### src/hw/mis_defines.vh
// shared constants for the instruction semantics unit
`ifndef MIS_DEFINES_VH
`define MIS_DEFINES_VH

// ----------------------------------------
// operation codes on the op port
// ----------------------------------------
`define MIS_OP_NONE 5'h00
`define MIS_OP_ADC_A 5'h01
`define MIS_OP_ADC_M 5'h02
`define MIS_OP_ADD_A 5'h03
`define MIS_OP_ADD_M 5'h04
`define MIS_OP_AND_A 5'h05
`define MIS_OP_AND_M 5'h06
`define MIS_OP_CALL 5'h07
`define MIS_OP_CLR_M 5'h08
`define MIS_OP_CLR_BIT 5'h09
`define MIS_OP_WDT_CLR 5'h0A
`define MIS_OP_PRE1 5'h0B
`define MIS_OP_PRE2 5'h0C
`define MIS_OP_CPL_M 5'h0D
`define MIS_OP_CPL_A 5'h0E
`define MIS_OP_DAA 5'h0F
`define MIS_OP_DEC_M 5'h10
`define MIS_OP_DEC_A 5'h11
`define MIS_OP_INC_M 5'h12
`define MIS_OP_INC_A 5'h13
`define MIS_OP_HALT 5'h14
`define MIS_OP_JMP 5'h15

// ----------------------------------------
// timing, reset and decimal adjust values
// ----------------------------------------
`define MIS_CLKS_PER_CYCLE 3'd4
`define MIS_FLAG_RST 1'b0
`define MIS_BCD_LIMIT 5'd9
`define MIS_BCD_ADD 5'd6
`define MIS_ZERO_BYTE 8'h00

`endif

### src/hw/mis_core.v
// execution unit for add, and, clear, complement, adjust, inc/dec, branches
// Behaviour
// [RULE_01] add with carry into accumulator or memory
// [RULE_02] add memory or immediate into accumulator
// [RULE_03] add accumulator into memory, no carry
// [RULE_04] and into accumulator, zero flag only
// [RULE_05] and into memory, zero flag only
// [RULE_06] call pushes pc plus one, jumps
// [RULE_07] memory clear writes zero, flags kept
// [RULE_08] bit clear touches selected bit only
// [RULE_09] watchdog clear zeroes counter, both flags
// [RULE_10] both preclears together clear watchdog
// [RULE_11] single preclear only sets indicator
// [RULE_12] complement memory in place, zero flag
// [RULE_13] complement into accumulator, memory unchanged
// [RULE_14] low nibble adjust above nine adds six
// [RULE_15] high nibble adjust with carry set
// [RULE_16] adjust result goes to memory, carry only
// [RULE_17] decrement into memory or accumulator
// [RULE_18] increment into memory or accumulator
// [RULE_19] halt advances pc, stops clock
// [RULE_20] halt clears watchdog, sets powerdown flag
// [RULE_21] direct jump loads address, no push
// [RULE_22] pc low byte write adds one cycle
// [RULE_23] overflow signed, half carry from bit three
// [RULE_24] zero flag tracks written result
`include "mis_defines.vh"

module mis_core #(
    parameter PC_W = 11,
    parameter STACK_DEPTH = 6,
    parameter WDT_W = 8,
    parameter PRE_W = 8
) (
    input wire clk,
    input wire srst,
    input wire op_valid,
    input wire [4:0] op,
    input wire [7:0] mem_rdata,
    input wire [7:0] imm_data,
    input wire use_imm,
    input wire [2:0] bit_sel,
    input wire [PC_W-1:0] target_addr,
    input wire mem_is_pc_low_byte,
    input wire wdt_tick,
    output wire op_ready,
    output reg mem_we,
    output reg [7:0] mem_wdata,
    output reg [7:0] acc_reg,
    output reg [PC_W-1:0] pc_reg,
    output reg carry_flag,
    output reg half_carry_flag,
    output reg zero_flag,
    output reg signed_wrap_flag,
    output reg powerdown_flag,
    output reg timeout_flag,
    output reg preclear_first_seen,
    output reg preclear_second_seen,
    output reg halted,
    output reg [WDT_W-1:0] watchdog_counter,
    output reg [PRE_W-1:0] wdt_prescaler,
    output wire [PC_W-1:0] stack_top,
    output wire [2:0] stack_level
);
    // ----------------------------------------
    // sequencing states
    // ----------------------------------------
    localparam ST_IDLE = 2'b00;
    localparam ST_BUSY = 2'b01;
    localparam ST_HALT = 2'b10;

    reg [1:0] state_reg;
    reg [3:0] wait_reg;
    reg [3:0] wait_next;

    // operand selection; the immediate only exists for the two
    // accumulator forms, so a stray use_imm must not leak into the
    // carry and memory-destination adds
    wire imm_op = (op == `MIS_OP_ADD_A) || (op == `MIS_OP_AND_A);
    wire [7:0] opnd = (use_imm && imm_op) ? imm_data : mem_rdata;
    wire with_c = (op == `MIS_OP_ADC_A) || (op == `MIS_OP_ADC_M);
    wire [8:0] sum9 = {1'b0, acc_reg} + {1'b0, opnd} +
                      {8'h00, with_c & carry_flag}; // [RULE_01]
    wire [4:0] low5 = {1'b0, acc_reg[3:0]} + {1'b0, opnd[3:0]} +
                      {4'h0, with_c & carry_flag};
    // signed wrap: same input signs, different result sign
    wire ovf = (acc_reg[7] == opnd[7]) &&
               (sum9[7] != acc_reg[7]); // [RULE_23]

    // decimal adjust of the accumulator
    // the low fix leans on the half carry left behind by the last add
    wire lo_fix = ({1'b0, acc_reg[3:0]} > `MIS_BCD_LIMIT) ||
                  half_carry_flag; // [RULE_14]
    wire [4:0] lo_sum = {1'b0, acc_reg[3:0]} + `MIS_BCD_ADD;
    wire [3:0] lo_res = lo_fix ? lo_sum[3:0] : acc_reg[3:0];
    wire low_nibble_adjust_carry = lo_fix & ~half_carry_flag; // [RULE_14]
    wire [4:0] hi_base = {1'b0, acc_reg[7:4]} +
                         {4'h0, low_nibble_adjust_carry};
    wire hi_fix = (hi_base > `MIS_BCD_LIMIT) || carry_flag; // [RULE_15]
    wire [4:0] hi_sum = hi_base + `MIS_BCD_ADD;
    wire [3:0] hi_res = hi_fix ? hi_sum[3:0] : hi_base[3:0];

    // result and write-enable decode
    reg [7:0] res;
    reg to_acc;
    reg to_mem;
    reg upd_z;
    reg upd_arith;
    reg extra_cycle;

    // one shared adder serves all four add forms; the carry-in is gated
    // so that the plain adds never pick up a stale carry
    always @* begin
        res = `MIS_ZERO_BYTE;
        to_acc = 1'b0;
        to_mem = 1'b0;
        upd_z = 1'b0;
        upd_arith = 1'b0;
        case (op)
            `MIS_OP_ADC_A, `MIS_OP_ADD_A: begin
                res = sum9[7:0];
                to_acc = 1'b1;
                upd_arith = 1'b1; // [RULE_01] [RULE_02]
            end
            `MIS_OP_ADC_M, `MIS_OP_ADD_M: begin
                res = sum9[7:0];
                to_mem = 1'b1;
                upd_arith = 1'b1; // [RULE_01] [RULE_03]
            end
            `MIS_OP_AND_A: begin
                res = acc_reg & opnd;
                to_acc = 1'b1;
                upd_z = 1'b1; // [RULE_04]
            end
            `MIS_OP_AND_M: begin
                res = acc_reg & mem_rdata;
                to_mem = 1'b1;
                upd_z = 1'b1; // [RULE_05]
            end
            `MIS_OP_CLR_M: begin
                res = `MIS_ZERO_BYTE;
                to_mem = 1'b1; // [RULE_07]
            end
            `MIS_OP_CLR_BIT: begin
                res = mem_rdata & ~(8'h01 << bit_sel);
                to_mem = 1'b1; // [RULE_08]
            end
            `MIS_OP_CPL_M: begin
                res = ~mem_rdata;
                to_mem = 1'b1;
                upd_z = 1'b1; // [RULE_12]
            end
            `MIS_OP_CPL_A: begin
                res = ~mem_rdata;
                to_acc = 1'b1;
                upd_z = 1'b1; // [RULE_13]
            end
            `MIS_OP_DAA: begin
                res = {hi_res, lo_res};
                to_mem = 1'b1; // [RULE_16]
            end
            `MIS_OP_DEC_M, `MIS_OP_DEC_A: begin
                res = mem_rdata - 8'h01;
                to_mem = (op == `MIS_OP_DEC_M);
                to_acc = (op == `MIS_OP_DEC_A);
                upd_z = 1'b1; // [RULE_17]
            end
            `MIS_OP_INC_M, `MIS_OP_INC_A: begin
                res = mem_rdata + 8'h01;
                to_mem = (op == `MIS_OP_INC_M);
                to_acc = (op == `MIS_OP_INC_A);
                upd_z = 1'b1; // [RULE_18]
            end
            default: begin
                res = `MIS_ZERO_BYTE;
            end
        endcase
    end

    // ----------------------------------------
    // instruction cycle pacing
    // ----------------------------------------
    // every op but halt takes one instruction cycle of four clocks; branches take
    // two, and a write to the pc low byte adds one more
    wire go = op_valid && (state_reg == ST_IDLE);
    assign op_ready = (state_reg == ST_IDLE);
    wire is_branch = (op == `MIS_OP_CALL) || (op == `MIS_OP_JMP);

    always @* begin
        extra_cycle = to_mem && mem_is_pc_low_byte; // [RULE_22]
        wait_next = {1'b0, `MIS_CLKS_PER_CYCLE} - 4'd1;
        if (is_branch)
            wait_next = wait_next + {1'b0, `MIS_CLKS_PER_CYCLE};
        if (extra_cycle)
            wait_next = wait_next + {1'b0, `MIS_CLKS_PER_CYCLE}; // [RULE_22]
    end

    // ready stays low for the whole busy count, so the caller never
    // needs to know how long an op takes
    always @(posedge clk) begin
        if (srst) begin
            state_reg <= ST_IDLE;
            wait_reg <= 4'd0;
        end else begin
            case (state_reg)
                ST_IDLE: begin
                    if (go && op == `MIS_OP_HALT)
                        state_reg <= ST_HALT; // [RULE_19]
                    else if (go) begin
                        state_reg <= ST_BUSY;
                        wait_reg <= wait_next;
                    end
                end
                ST_BUSY: begin
                    if (wait_reg <= 4'd1)
                        state_reg <= ST_IDLE;
                    else
                        wait_reg <= wait_reg - 4'd1;
                end
                ST_HALT: begin
                    state_reg <= ST_HALT; // only reset leaves halt
                end
                default: begin
                    state_reg <= ST_IDLE;
                end
            endcase
        end
    end

    // ----------------------------------------
    // accumulator, memory write, status flags
    // adjust may only raise carry; every other flag keeps its value
    // ----------------------------------------
    always @(posedge clk) begin
        if (srst) begin
            acc_reg <= `MIS_ZERO_BYTE;
            mem_we <= 1'b0;
            mem_wdata <= `MIS_ZERO_BYTE;
            carry_flag <= `MIS_FLAG_RST;
            half_carry_flag <= `MIS_FLAG_RST;
            zero_flag <= `MIS_FLAG_RST;
            signed_wrap_flag <= `MIS_FLAG_RST;
        end else begin
            mem_we <= go && to_mem;
            if (go && to_mem)
                mem_wdata <= res;
            if (go && to_acc)
                acc_reg <= res;
            if (go && (upd_z || upd_arith))
                zero_flag <= (res == `MIS_ZERO_BYTE); // [RULE_24]
            if (go && upd_arith) begin
                carry_flag <= sum9[8];
                half_carry_flag <= low5[4]; // [RULE_23]
                signed_wrap_flag <= ovf; // [RULE_23]
            end
            if (go && op == `MIS_OP_DAA && hi_fix)
                carry_flag <= 1'b1; // [RULE_15]
        end
    end

    // ----------------------------------------
    // program counter and return stack
    // ----------------------------------------
    wire [PC_W-1:0] pc_plus1 = pc_reg + {{(PC_W-1){1'b0}}, 1'b1};
    wire push = go && (op == `MIS_OP_CALL); // [RULE_06]
    // halt still steps the pc

    always @(posedge clk) begin
        if (srst) begin
            pc_reg <= {PC_W{1'b0}};
        end else if (go) begin
            if (is_branch)
                pc_reg <= target_addr; // [RULE_06] [RULE_21]
            else if (op != `MIS_OP_NONE)
                pc_reg <= pc_plus1; // [RULE_19]
        end
    end

    // only the newest entries are kept; a call beyond the depth drops
    // the oldest return address, which software must avoid
    mis_stack #(
        .DEPTH(STACK_DEPTH),
        .AW(PC_W),
        .PW(3)
    ) u_stack (
        .clk(clk),
        .srst(srst),
        .push(push),
        .push_data(pc_plus1),
        .top_data(stack_top),
        .level(stack_level)
    );

    // ----------------------------------------
    // watchdog, prescaler and power flags
    // ----------------------------------------
    // a preclear completes the pair only if the other one is recorded;
    // repeating the same preclear never clears the watchdog
    wire pre_pair = go && ((op == `MIS_OP_PRE1 && preclear_second_seen) ||
                           (op == `MIS_OP_PRE2 && preclear_first_seen));
    wire wdt_clear = (go && op == `MIS_OP_WDT_CLR) || pre_pair;
    // the counter only moves when the prescaler rolls over; halt freezes
    // both, since the clock they count is stopped then
    wire wdt_run = wdt_tick && !halted;
    wire pre_wrap = wdt_run && (&wdt_prescaler);
    wire cnt_wrap = pre_wrap && (&watchdog_counter);

    always @(posedge clk) begin
        if (srst) begin
            watchdog_counter <= {WDT_W{1'b0}};
            wdt_prescaler <= {PRE_W{1'b0}};
            powerdown_flag <= `MIS_FLAG_RST;
            timeout_flag <= `MIS_FLAG_RST;
            preclear_first_seen <= 1'b0;
            preclear_second_seen <= 1'b0;
            halted <= 1'b0;
        end else if (go && op == `MIS_OP_HALT) begin
            watchdog_counter <= {WDT_W{1'b0}};
            wdt_prescaler <= {PRE_W{1'b0}}; // [RULE_20]
            powerdown_flag <= 1'b1;
            timeout_flag <= 1'b0; // [RULE_20]
            halted <= 1'b1; // [RULE_19]
        end else if (wdt_clear) begin
            watchdog_counter <= {WDT_W{1'b0}}; // [RULE_09] [RULE_10]
            wdt_prescaler <= {PRE_W{1'b0}};
            powerdown_flag <= 1'b0;
            timeout_flag <= 1'b0;
            preclear_first_seen <= 1'b0;
            preclear_second_seen <= 1'b0;
        end else begin
            // lone preclear only records itself, counter keeps running
            if (go && op == `MIS_OP_PRE1)
                preclear_first_seen <= 1'b1; // [RULE_11]
            if (go && op == `MIS_OP_PRE2)
                preclear_second_seen <= 1'b1; // [RULE_11]
            if (wdt_run)
                wdt_prescaler <= wdt_prescaler + 1'b1;
            if (pre_wrap)
                watchdog_counter <= watchdog_counter + 1'b1;
            if (cnt_wrap)
                timeout_flag <= 1'b1; // sticky until cleared
        end
    end
endmodule // mis_core

### src/hw/mis_stack.v
// return address stack with registered top output
module mis_stack #(
    parameter DEPTH = 6,
    parameter AW = 11,
    parameter PW = 3
) (
    input wire clk,
    input wire srst,
    input wire push,
    input wire [AW-1:0] push_data,
    output reg [AW-1:0] top_data,
    output reg [PW-1:0] level
);
    reg [AW-1:0] mem [0:DEPTH-1];
    reg [PW-1:0] wr_ptr_reg;

    // --------------------------------
    // circular push; the oldest entry is overwritten when full
    // --------------------------------
    always @(posedge clk) begin
        if (srst) begin
            wr_ptr_reg <= {PW{1'b0}};
            level <= {PW{1'b0}};
            top_data <= {AW{1'b0}};
        end else if (push) begin
            mem[wr_ptr_reg] <= push_data;
            top_data <= push_data;
            if (wr_ptr_reg == DEPTH - 1)
                wr_ptr_reg <= {PW{1'b0}};
            else
                wr_ptr_reg <= wr_ptr_reg + 1'b1;
            if (level != DEPTH)
                level <= level + 1'b1;
        end
    end
endmodule // mis_stack

### config.mk
export PLATFORM = sky130hd
export DESIGN_NAME = mis_core
export DESIGN_NICKNAME = d
export VERILOG_FILES = /design/src/hw/mis_core.v /design/src/hw/mis_stack.v
export VERILOG_INCLUDE_DIRS = /design/src /design/src/hw
export SDC_FILE = /design/constraint.sdc
export NUM_CORES = 1
export LEC_CHECK = 0
export ABC_AREA = 1
export BUFFER_PORTS_ARGS = -buffer_cell sky130_fd_sc_hd__buf_4
export CORE_UTILIZATION = 45
export DETAILED_ROUTE_END_ITERATION = 10
export PLACE_DENSITY = 0.68
export SYNTH_ARGS = -nofsm -noshare
export SYNTH_HDL_FRONTEND = slang
export SYNTH_HIERARCHICAL = 1
export SYNTH_SLANG_ARGS = --single-unit
### constraint.sdc
create_clock -name clk -period 3.4 [get_ports clk]
set_input_delay 0.17 -clock clk [delete_from_list [all_inputs] [get_ports clk]]
set_output_delay 0.17 -clock clk [all_outputs]
set_load 0.01 [all_outputs]
==> impl_metrics.ini, run 1 <==
[sta]
rsz0062_at_grt = no
hold_violations = 0
setup_viol = 0
tns_ns = 0
final_max_slew_viol_count = 0
hold-worst-slack_ns = 0.0778
slew_headroom_pct = 68.8
fmax_ghz = 0.337
tightest_slew_ns = 0.463
clock-skew-final_ns = 0.00721
post-route-period-util_pct = 87.2
finalCriticalPeriod_ns = 2.97

[placement]
gp_congestion = 0.932
dp.cells = 1012
hpwl_um = 11600
place_area_um2 = 5950
port_buffers = 108

[yosys]
syn_area_um2 = 5020
yosys.cell_count.top_type = nand2_1
yosys.area_share.adder_pct = 7.68
synth_nets = 842
ys_ff_latch = 73
synth_top_area_share_pct = 29.1
synth_common_cells = nand2_1, nor2_1, inv_1
synth-compound-area-share_pct = 15.0
ys.flop_type = dfxtp_1
ys_warn_count = 6
synthCells = 772
netlist_top_cells_area = dfxtp_1, nand2_1, nor2_1
synth_xor_area_share_pct = 3.32
synth_cell_types = 48
synth-simple-area-share_pct = 34.6
ys_seq_area_share_pct = 29.1
synth_top_family_by_area = simple AND/OR/NAND/NOR gates
async_flop_share_pct = 0
synth_edf_count = 0
synth_top_area_cell = dfxtp_1
synth.avg_cell_area_um2 = 6.50
synthMuxAreaShare_pct = 0.673

[global_route]
antenna_found_initial = 0
grt_pass1_wl_um = 22900
track_usage_pct = 25.4
grt_pass1_vias = 4716
grt_max_degree = 18
grt_overflow = 0

[run_status]
status = completed

[final_layout]
final_area_um2 = 6120
layout.nets = 953
fillers = 1084
instances_no_fill = 1028
area_growth_syn_to_layout_pct = 21.9
multiInputGateArea_um2 = 3070
drive_gt1_share_pct = 18.5
seq_area_um2 = 1460
antenna_cells = 0

[cts]
cts_root_buf = clkbuf_8
cts_max_level = 3
hold_buffers = 0
post_cts_resized = 0
clk_pin_slew_ns = 0.08
cts_tree = done
numCtsBuffers = 9
insertion_delay_ns = 0.36
cts_sinks = 73
clk_path_buf_depth = 2
cts_setup_buffers = 0

[floorplan]
start_util_pct = 46.3
io_pins = 109
die_area_um2 = 11600
dieWidth_um = 108
die_h_um = 108
core-area_um2 = 10800
rows = 38

[job]
cap_viol_max_count = 0

[power]
leakagePower_nw = 3.00
p_per_area_nw_per_um2 = 330
peakVddDrop_uv = 304

[route]
vias = 5336
drt_iter0_drc = 352
route.detailed.wl_per_inst_um = 14.1
drt_wl_total_um = 14500
drc = 0
postRouteAntennaNets = 0
dr.pass1.iters = 5
vias_per_cell = 5.19

[hold_path]
hp-class = primary input to register

[worst_setup_path]
cp.arrival_ns = 3.26
cp-start-kind = register
cp_slowest_cell = o21ai_0
crit_top_cell = nand2_1
cp-end-kind = register
path_buf_inv = 1
max_stage_delay_ns = 0.44
critPathRequiredTime_ns = 3.69
worstSetupPathType = register to register
cp_max_fo = 6
path_cells = o21ai_0 > nor2_1 > ha_1 > ha_1 > nand2_1 > nand2_1 > ha_1 > inv_1 > nand3_1 > nand2_1 > nand2_1 > nand3_1 > nand3_1 > nor2_1 > nand4_1 > a21oi_1
crit_family = simple AND/OR/NAND/NOR gates
[per-layer routing]
layer | vias to the layer above | GRT usage [%] | share of wire, %
met4 | 0 | 6.46 | 1.1
li1 | 2754 | - | -
met3 | 12 | 5.45 | 6.1
met2 | 163 | 39.7 | 44
met5 | - | 0 | 0
met1 | 2407 | 35.2 | 49
[cell usage in the layout, fill, tap and decap left out, types with 4 or more instances in the layout]
master	netlist	final
a21oi_1	55	55
a31oi_1	6	6
buf_4	2	114
clkbuf_8	0	9
dfxtp_1	73	73
ha_1	26	26
inv_1	88	88
inv_2	12	12
nand2_1	175	175
nand2_2	6	6
nand3_1	72	72
nand4_1	12	12
nor2_1	111	111
nor3_1	11	11
o211ai_1	10	10
o21ai_0	37	37
o21ai_1	5	5
o22ai_1	4	4
xnor2_1	6	6
xor2_1	13	13
[worst paths after layout]
| path | startpoint | to | slack (ns) | depth (start not counted) |
|---|---|---|---|---|
| worst max-delay path | acc_reg[1]$_SDFFE_PP0P_ | zero_flag$_SDFFE_PP0P_ | 0.43 | 16 |
| worst min-delay path | target_addr[7] | pc_reg[7]$_SDFFE_PP0P_ | 0.08 | 3 |
| worst max register to register | acc_reg[1]$_SDFFE_PP0P_ | zero_flag$_SDFFE_PP0P_ | 0.43 | 16 |
| worst min register to register | mem_wdata[1]$_SDFFE_PP0P_ | mem_wdata[1]$_SDFFE_PP0P_ | 0.47 | 2 |
[logic make-up (layout without fill, tap and decap cells)]
family	Yosys count	after routing
AOI/OAI and AO/OA	130	130
xor gates and xnor gates	19	19
adders and majority gates	29	29
buffers and inverters	115	231
DFF	73	73
muxes	3	3
and+or+nand+nor	403	403
[stage by stage]
step | power, mW | utilization (%) | setup WS [ns]
4_1_cts | 2.04 | 56.4 | 0.451
5_1_grt | 2.13 | 56.4 | 0.198
2_1_floorplan | 1.25 | - | 0.649
6_report | 2.02 | 56.4 | 0.434
3_3_place_gp | 1.41 | 54.8 | 0.276
3_5_place_dp | 1.42 | 54.8 | 0.196
[worst register-to-register path, stage by stage (launching register included)]
cell	delay (ns)
dfxtp_1	0.40
o21ai_0	0.44
nor2_1	0.11
ha_1	0.24
ha_1	0.21
nand2_1	0.09
nand2_1	0.10
ha_1	0.23
inv_1	0.07
nand3_1	0.13
nand2_1	0.15
nand2_1	0.06
nand3_1	0.07
nand3_1	0.11
nor2_1	0.23
nand4_1	0.12
a21oi_1	0.14
[area by class of cell]
| type | instances | area share [%] |
|---|---|---|
| Clock inverter | 6 | 0.696 |
| Sequential cell | 73 | 23.9 |
| Inverter | 101 | 6.20 |
| Clock buffer | 10 | 2.09 |
| Timing Repair Buffer | 114 | 14.0 |
| Multi-Input combinational cell | 584 | 50.3 |
| Tap cell | 140 | 2.86 |
[where the power goes]
part	total [mW]	switching (mW)	internal [mW]
logic	0.471	0.283	0.188
registers	0.934	0.0414	0.893
clock network	0.613	0.348	0.266
total	2.02	0.672	1.35
Note: power is estimated with default switching activity, not from simulation.
==> run 2, diff against run 1 <==
--- a/config.mk
+++ b/config.mk
@@ -10,7 +10,8 @@
 export BUFFER_PORTS_ARGS = -buffer_cell sky130_fd_sc_hd__buf_4
 export CORE_UTILIZATION = 45
 export DETAILED_ROUTE_END_ITERATION = 10
-export PLACE_DENSITY = 0.68
+export PLACE_DENSITY_LB_ADDON = 0.12
+export SLEW_MARGIN = 20
 export SYNTH_ARGS = -nofsm -noshare
 export SYNTH_HDL_FRONTEND = slang
 export SYNTH_HIERARCHICAL = 1
==> run 2 against run 1 <==
Combinational power grew 1%. Critical path type unchanged. Sequential cell count is the same. Die area is the same. Highest routed layer unchanged. Worst setup slack lost 0.038 ns. Hold slack gained 0.035 ns. Routed wire length grew 1.3%. Largest power group unchanged. Clock power grew 24%.
==> impl_metrics.ini, run 2 (synthesis gave the netlist of run 1 again) <==
[global_route]
track_usage_pct = 25.7
antenna_found_initial = 0
grt_pass1_wl_um = 23200
grt_max_degree = 23
grt_overflow = 0
grt_pass1_vias = 4807

[sta]
tightest_slew_ns = 0.480
rsz0062_at_grt = no
post-route-period-util_pct = 88.4
finalCriticalPeriod_ns = 3.00
hold_violations = 0
final_max_slew_viol_count = 0
slew_headroom_pct = 67.7
clock-skew-final_ns = 0.0140
tns_ns = 0
fmax_ghz = 0.333
fin_ws_ns = 0.395
setup_viol = 0

[cts]
numCtsBuffers = 9
cts_sinks = 73
clk_pin_slew_ns = 0.07
cts_max_level = 3
cts_root_buf = clkbuf_8
cts_setup_buffers = 0
post_cts_resized = 0
clk_path_buf_depth = 2
insertion_delay_ns = 0.35
hold_buffers = 0
cts_tree = done

[job]
cap_viol_max_count = 0

[final_layout]
final_common_cell = nand2_1
antenna_cells = 0
fillers = 1063
instances_no_fill = 1028
area_growth_syn_to_layout_pct = 23.1
seq_area_um2 = 1460
layout.nets = 954
drive_gt1_share_pct = 18.6
multiInputGateArea_um2 = 3080
layout_common_cells = nand2_1, buf_4, nor2_1, inv_1, dfxtp_1

[worst_setup_path]
cp.arrival_ns = 3.28
cp_max_fo = 6
crit_top_cell = nand2_1
cp-end-kind = register
r2r_end = zero_flag$_SDFFE_PP0P_
reg2reg_slack_ns = 0.40
cp-start-kind = register
reg2reg_from = acc_reg[1]$_SDFFE_PP0P_
reg2reg_depth = 16
path_cells = o21ai_0 > nor2_1 > ha_1 > ha_1 > nand2_1 > nand2_1 > ha_1 > inv_1 > nand3_1 > nand2_1 > nand2_1 > nand3_1 > nand3_1 > nor2_1 > nand4_1 > a21oi_1
critPathRequiredTime_ns = 3.67
worstSetupPathType = register to register
startpoint = acc_reg[1]$_SDFFE_PP0P_
max_stage_delay_ns = 0.41
cp_slowest_cell = o21ai_0
crit_end = zero_flag$_SDFFE_PP0P_

[route]
route.detailed.wl_per_inst_um = 14.3
drc = 0
drt_wl_total_um = 14700
postRouteAntennaNets = 0
vias = 5441
dr.pass1.iters = 7
drt_iter0_drc = 410
vias_per_cell = 5.29

[placement]
port_buffers = 108
pre_cts_ws_ns = 0.326
hpwl_um = 11600
dp.cells = 1013
gp_congestion = 0.971

[hold_path]
hp-class = primary input to register

[floorplan]
start_util_pct = 46.3
dieWidth_um = 108
die_area_um2 = 11600
rows = 38
die_h_um = 108
core-area_um2 = 10800
io_pins = 109

[power]
peakVddDrop_uv = 348
p_per_area_nw_per_um2 = 352
leakagePower_nw = 3.03

[run_status]
status = completed
[run 2: cell count changes in the layout (fill, tap and decap cells not counted), sizes merged]
cell      before  now
clkinv         4    1
buf          114  115
clkbuf        10   11
clkinvlp       2    1
bufinv         0    2
[run 2: area by class of cell]
type | count | area share [%]
clock inverters | 4 | 1.24
flip-flops and latches | 73 | 23.7
multi-input cells | 584 | 49.9
repair buffers | 115 | 14.0
well taps | 140 | 2.84
clock buffers | 11 | 2.29
inverters | 101 | 6.14
[run 2: where the power goes]
part	total, mW	switching (mW)	leakage [nW]	internal [mW]
Sequential	0.936	0.0424	0.593	0.893
Combinational	0.478	0.289	2.33	0.189
Clock	0.760	0.327	0.106	0.433
Total	2.17	0.658	3.03	1.51
[run 2: per-stage QoR]
stage | area, µm² | hold slack, ns | power, mW | utilization [%]
CTS | 6180 | 0.0864 | 2.18 | 57.0
finish | 6180 | 0.113 | 2.17 | 57.0
global placement | 5960 | 0.450 | 1.42 | 55.0
detailed placement | 5960 | 0.452 | 1.43 | 55.0
floorplan | 5020 | 0.248 | 1.25 | -
global route | 6180 | 0.110 | 2.29 | 57.0
[run 2: how the worst min path moves through the flow]
stage / cells after the start / endpoint / startpoint / slack, ns
final: 3 / pc_reg[2]$_SDFFE_PP0P_ / target_addr[2] / 0.11
after global routing: 3 / pc_reg[2]$_SDFFE_PP0P_ / target_addr[2] / 0.11
after CTS: 3 / pc_reg[7]$_SDFFE_PP0P_ / target_addr[7] / 0.09
after detailed placement: 3 / pc_reg[7]$_SDFFE_PP0P_ / target_addr[7] / 0.45
after global placement: 3 / pc_reg[7]$_SDFFE_PP0P_ / target_addr[7] / 0.45
after floorplan: 1 / acc_reg[1]$_SDFFE_PP0P_ / srst / 0.25
[run 2: layer usage]
layer / track usage, % / vias to the layer above / wire, µm
met5: 0 / - / 0
met4: 7.63 / 0 / 174
met3: 5.39 / 13 / 1090
met2: 39.0 / 221 / 6260
met1: 36.3 / 2450 / 7150
li1: - / 2757 / -
[run 2: worst max-delay path: cells and delay by family (launching register included)]
| kind | cells | cell delay, ns |
|---|---|---|
| simple gates | 10 | 1.24 |
| fa+ha+maj | 3 | 0.70 |
| compound gates | 2 | 0.53 |
| flops | 1 | 0.40 |
| buf+inv | 1 | 0.08 |
==> run 3, diff against run 2 <==
--- a/config.mk
+++ b/config.mk
@@ -9,10 +9,10 @@
 export ABC_AREA = 1
 export BUFFER_PORTS_ARGS = -buffer_cell sky130_fd_sc_hd__buf_4
 export CORE_UTILIZATION = 45
+export CTS_CLUSTER_DIAMETER = 120
 export DETAILED_ROUTE_END_ITERATION = 10
 export PLACE_DENSITY_LB_ADDON = 0.12
 export SLEW_MARGIN = 20
 export SYNTH_ARGS = -nofsm -noshare
 export SYNTH_HDL_FRONTEND = slang
-export SYNTH_HIERARCHICAL = 1
 export SYNTH_SLANG_ARGS = --single-unit
==> run 3 against run 2 <==
Global-route usage is 0.50 points higher. Synthesized cell count is 3.2% lower. Count of clock-buffer cells in the layout up 1. Cell count shrank 2.3%. Sequential cell count stayed put. Non-clock buffer count increased by 1. Clock skew decreased by 0.0081 ns. Die area decreased by 0.83%. Sequential power is essentially flat. Routed wire length fell by 1.7%. Maximum frequency is 1.1% lower. Hold slack worse by 0.067 ns. Critical path type unchanged. Largest cell class unchanged. Highest routed layer unchanged.
==> impl_metrics.ini, run 3 <==
[yosys]
synth.avg_cell_area_um2 = 6.66
ys.flop_type = dfxtp_1
synth_top_area_cell = dfxtp_1
synthCells = 747
synth_top_area_share_pct = 29.4
synth_common_cells = nand2_1, nor2_1, inv_1
ys_seq_area_share_pct = 29.4
ys_ff_latch = 73
async_flop_share_pct = 0
synth_edf_count = 0
synth_nets = 818
ys_warn_count = 0
netlist_top_cells_area = dfxtp_1, nand2_1, nor2_1
syn_area_um2 = 4970
yosys.cell_count.top_type = nand2_1
synth_cell_types = 47

[cts]
clk_pin_slew_ns = 0.08
insertion_delay_ns = 0.36
clk_path_buf_depth = 2
cts_tree = done
cts_root_buf = clkbuf_8
numCtsBuffers = 9
cts_sinks = 73
cts_max_level = 3

[job]
cap_viol_max_count = 0

[sta]
hold-worst-slack_ns = 0.0453
post-route-period-util_pct = 89.4
clock-skew-final_ns = 0.00589
hold_violations = 0
fmax_ghz = 0.329
slew_headroom_pct = 61.8
setup_viol = 0
finalCriticalPeriod_ns = 3.04
tns_ns = 0
tightest_slew_ns = 0.571
final_max_slew_viol_count = 0
rsz0062_at_grt = no

[power]
peakVddDrop_uv = 232
switching_share_pct = 32.3
p_per_area_nw_per_um2 = 330
seq_power_share_pct = 46.2
p_clk_share_pct = 29.7
p_int_mw = 1.37
pwr-share-comb_pct = 24.0
leakagePower_nw = 2.93
netSwitchingPower_uw = 652

[floorplan]
die_area_um2 = 11500
dieWidth_um = 107
core-area_um2 = 10800
rows = 38
start_util_pct = 46.1
io_pins = 109
die_h_um = 107

[final_layout]
layout_common_cells = nand2_1, buf_4, nor2_1, inv_1, dfxtp_1
drive_gt1_share_pct = 19.6
area_growth_syn_to_layout_pct = 22.9
final_common_cell = nand2_1
layout.nets = 931
fillers = 1033
antenna_cells = 0

[worst_setup_path]
cp_max_fo = 5
cp-end-kind = register
max_stage_delay_ns = 0.42
cp-start-kind = register
crit_top_cell = nand2_1
path_cells = o21ai_1 > nor2_1 > ha_1 > ha_1 > nand2_1 > nand2_1 > inv_1 > ha_1 > nand2_1 > nand2_1 > nand3_1 > nand3_1 > nand2_1 > nand2_1 > nand2_1 > nand4_1 > nor2_1 > nand3_1 > a21oi_1
cp_slowest_cell = dfxtp_1
cp.arrival_ns = 3.34
critPathRequiredTime_ns = 3.70
worstSetupPathType = register to register

[placement]
hpwl_um = 11400
gp_congestion = 0.942
port_buffers = 108

[route]
dr.pass1.iters = 5
postRouteAntennaNets = 0
vias = 5273
vias_per_cell = 5.25
drc = 0
drt_iter0_drc = 339
drt_wl_total_um = 14400
route.detailed.wl_per_inst_um = 14.4

[run_status]
status = completed

[global_route]
grt_max_degree = 36
grt_pass1_vias = 4895
grt_pass1_wl_um = 23500
track_usage_pct = 26.2
grt_overflow = 0
antenna_found_initial = 0

[hold_path]
hp-class = primary input to register
==> run 3: changes by cell type after synthesis, sizes merged, moves of 4 or more <==
cell	before	now
nand2	182	152
o21ai	43	51
xor2	13	18
nand4	12	16
o211ai	10	6
o22ai	4	0
==> run 3: final timing paths <==
kind | cells after the start | to | slack, ns | startpoint
worst max-delay path | 19 | zero_flag$_SDFFE_PP0P_ | 0.36 | acc_reg[3]$_SDFFE_PP0P_
worst min-delay path | 3 | pc_reg[0]$_SDFFE_PP0P_ | 0.05 | target_addr[0]
worst max register to register | 19 | zero_flag$_SDFFE_PP0P_ | 0.36 | acc_reg[3]$_SDFFE_PP0P_
worst min register to register | 2 | powerdown_flag$_SDFFE_PP0P_ | 0.47 | powerdown_flag$_SDFFE_PP0P_
==> run 3: power by group through the flow <==
stage          logic [mW]  clock network, mW  registers, mW
4_1_cts             0.484              0.624          0.933
5_1_grt             0.546              0.662          0.939
6_report            0.486              0.601          0.934
3_3_place_gp        0.474                  0          0.952
2_1_floorplan       0.293                  0          0.960
3_5_place_dp        0.482                  0          0.952
==> run 3: repair_timing <==
| item | 4_1_cts | 5_1_grt |
|---|---|---|
| setup endpoints to repair | 0 | 5 |
| buffers inserted | 0 | 0 |
| gates resized for setup | 0 | 2 |
| hold buffers | 0 | 0 |
==> run 3: final cells by class <==
| cell class | count | area (µm²) | share of cell area (%) |
|---|---|---|---|
| Multi-Input combinational cell | 558 | 3060 | 50.0 |
| Inverter | 102 | 385 | 6.31 |
| Tap cell | 140 | 175 | 2.87 |
| Sequential cell | 73 | 1460 | 23.9 |
| Clock buffer | 12 | 145 | 2.37 |
| Timing Repair Buffer | 116 | 871 | 14.2 |
| Clock inverter | 3 | 17.5 | 0.287 |
==> run 3: critical path: cells and delay by family (launching register included) <==
kind	cells	cell delay, ns
flops	1	0.42
compound gates	2	0.31
buf+inv	1	0.06
simple gates	13	1.48
fa+ha+maj	3	0.69
==> run 3: cell families after synthesis <==
logic type / synth area share [%]
buffers and inverters: 9.23
adders and majority gates: 8.00
muxes: 0.880
AOI/OAI and AO/OA: 14.6
DFF: 29.4
and+or+nand+nor: 34.0
xor gates and xnor gates: 3.87
==> run 3: stage by stage <==
| step | total power [mW] | cell area, µm² | worst slack [ns] | instances | util, % |
|---|---|---|---|---|---|
| after floorplan | 1.25 | 4970 | 0.364 | 747 | - |
| after global placement | 1.43 | 5950 | 0.322 | 989 | 55.1 |
| after detailed placement | 1.43 | 5950 | 0.202 | 989 | 55.1 |
| after CTS | 2.04 | 6110 | 0.272 | 1004 | 56.6 |
| after global routing | 2.15 | 6110 | 0.0174 | 1004 | 56.6 |
| final | 2.02 | 6110 | 0.361 | 1004 | 56.6 |
==> run 3: layer usage <==
metal  track usage, %  vias up  part of all wire, %
met4             8.32        0                  1.4
li1                 -     2678                    -
met2             41.9      147                   45
met5                0        -                    0
met1             34.9     2432                   47
met3             5.84       16                  6.0
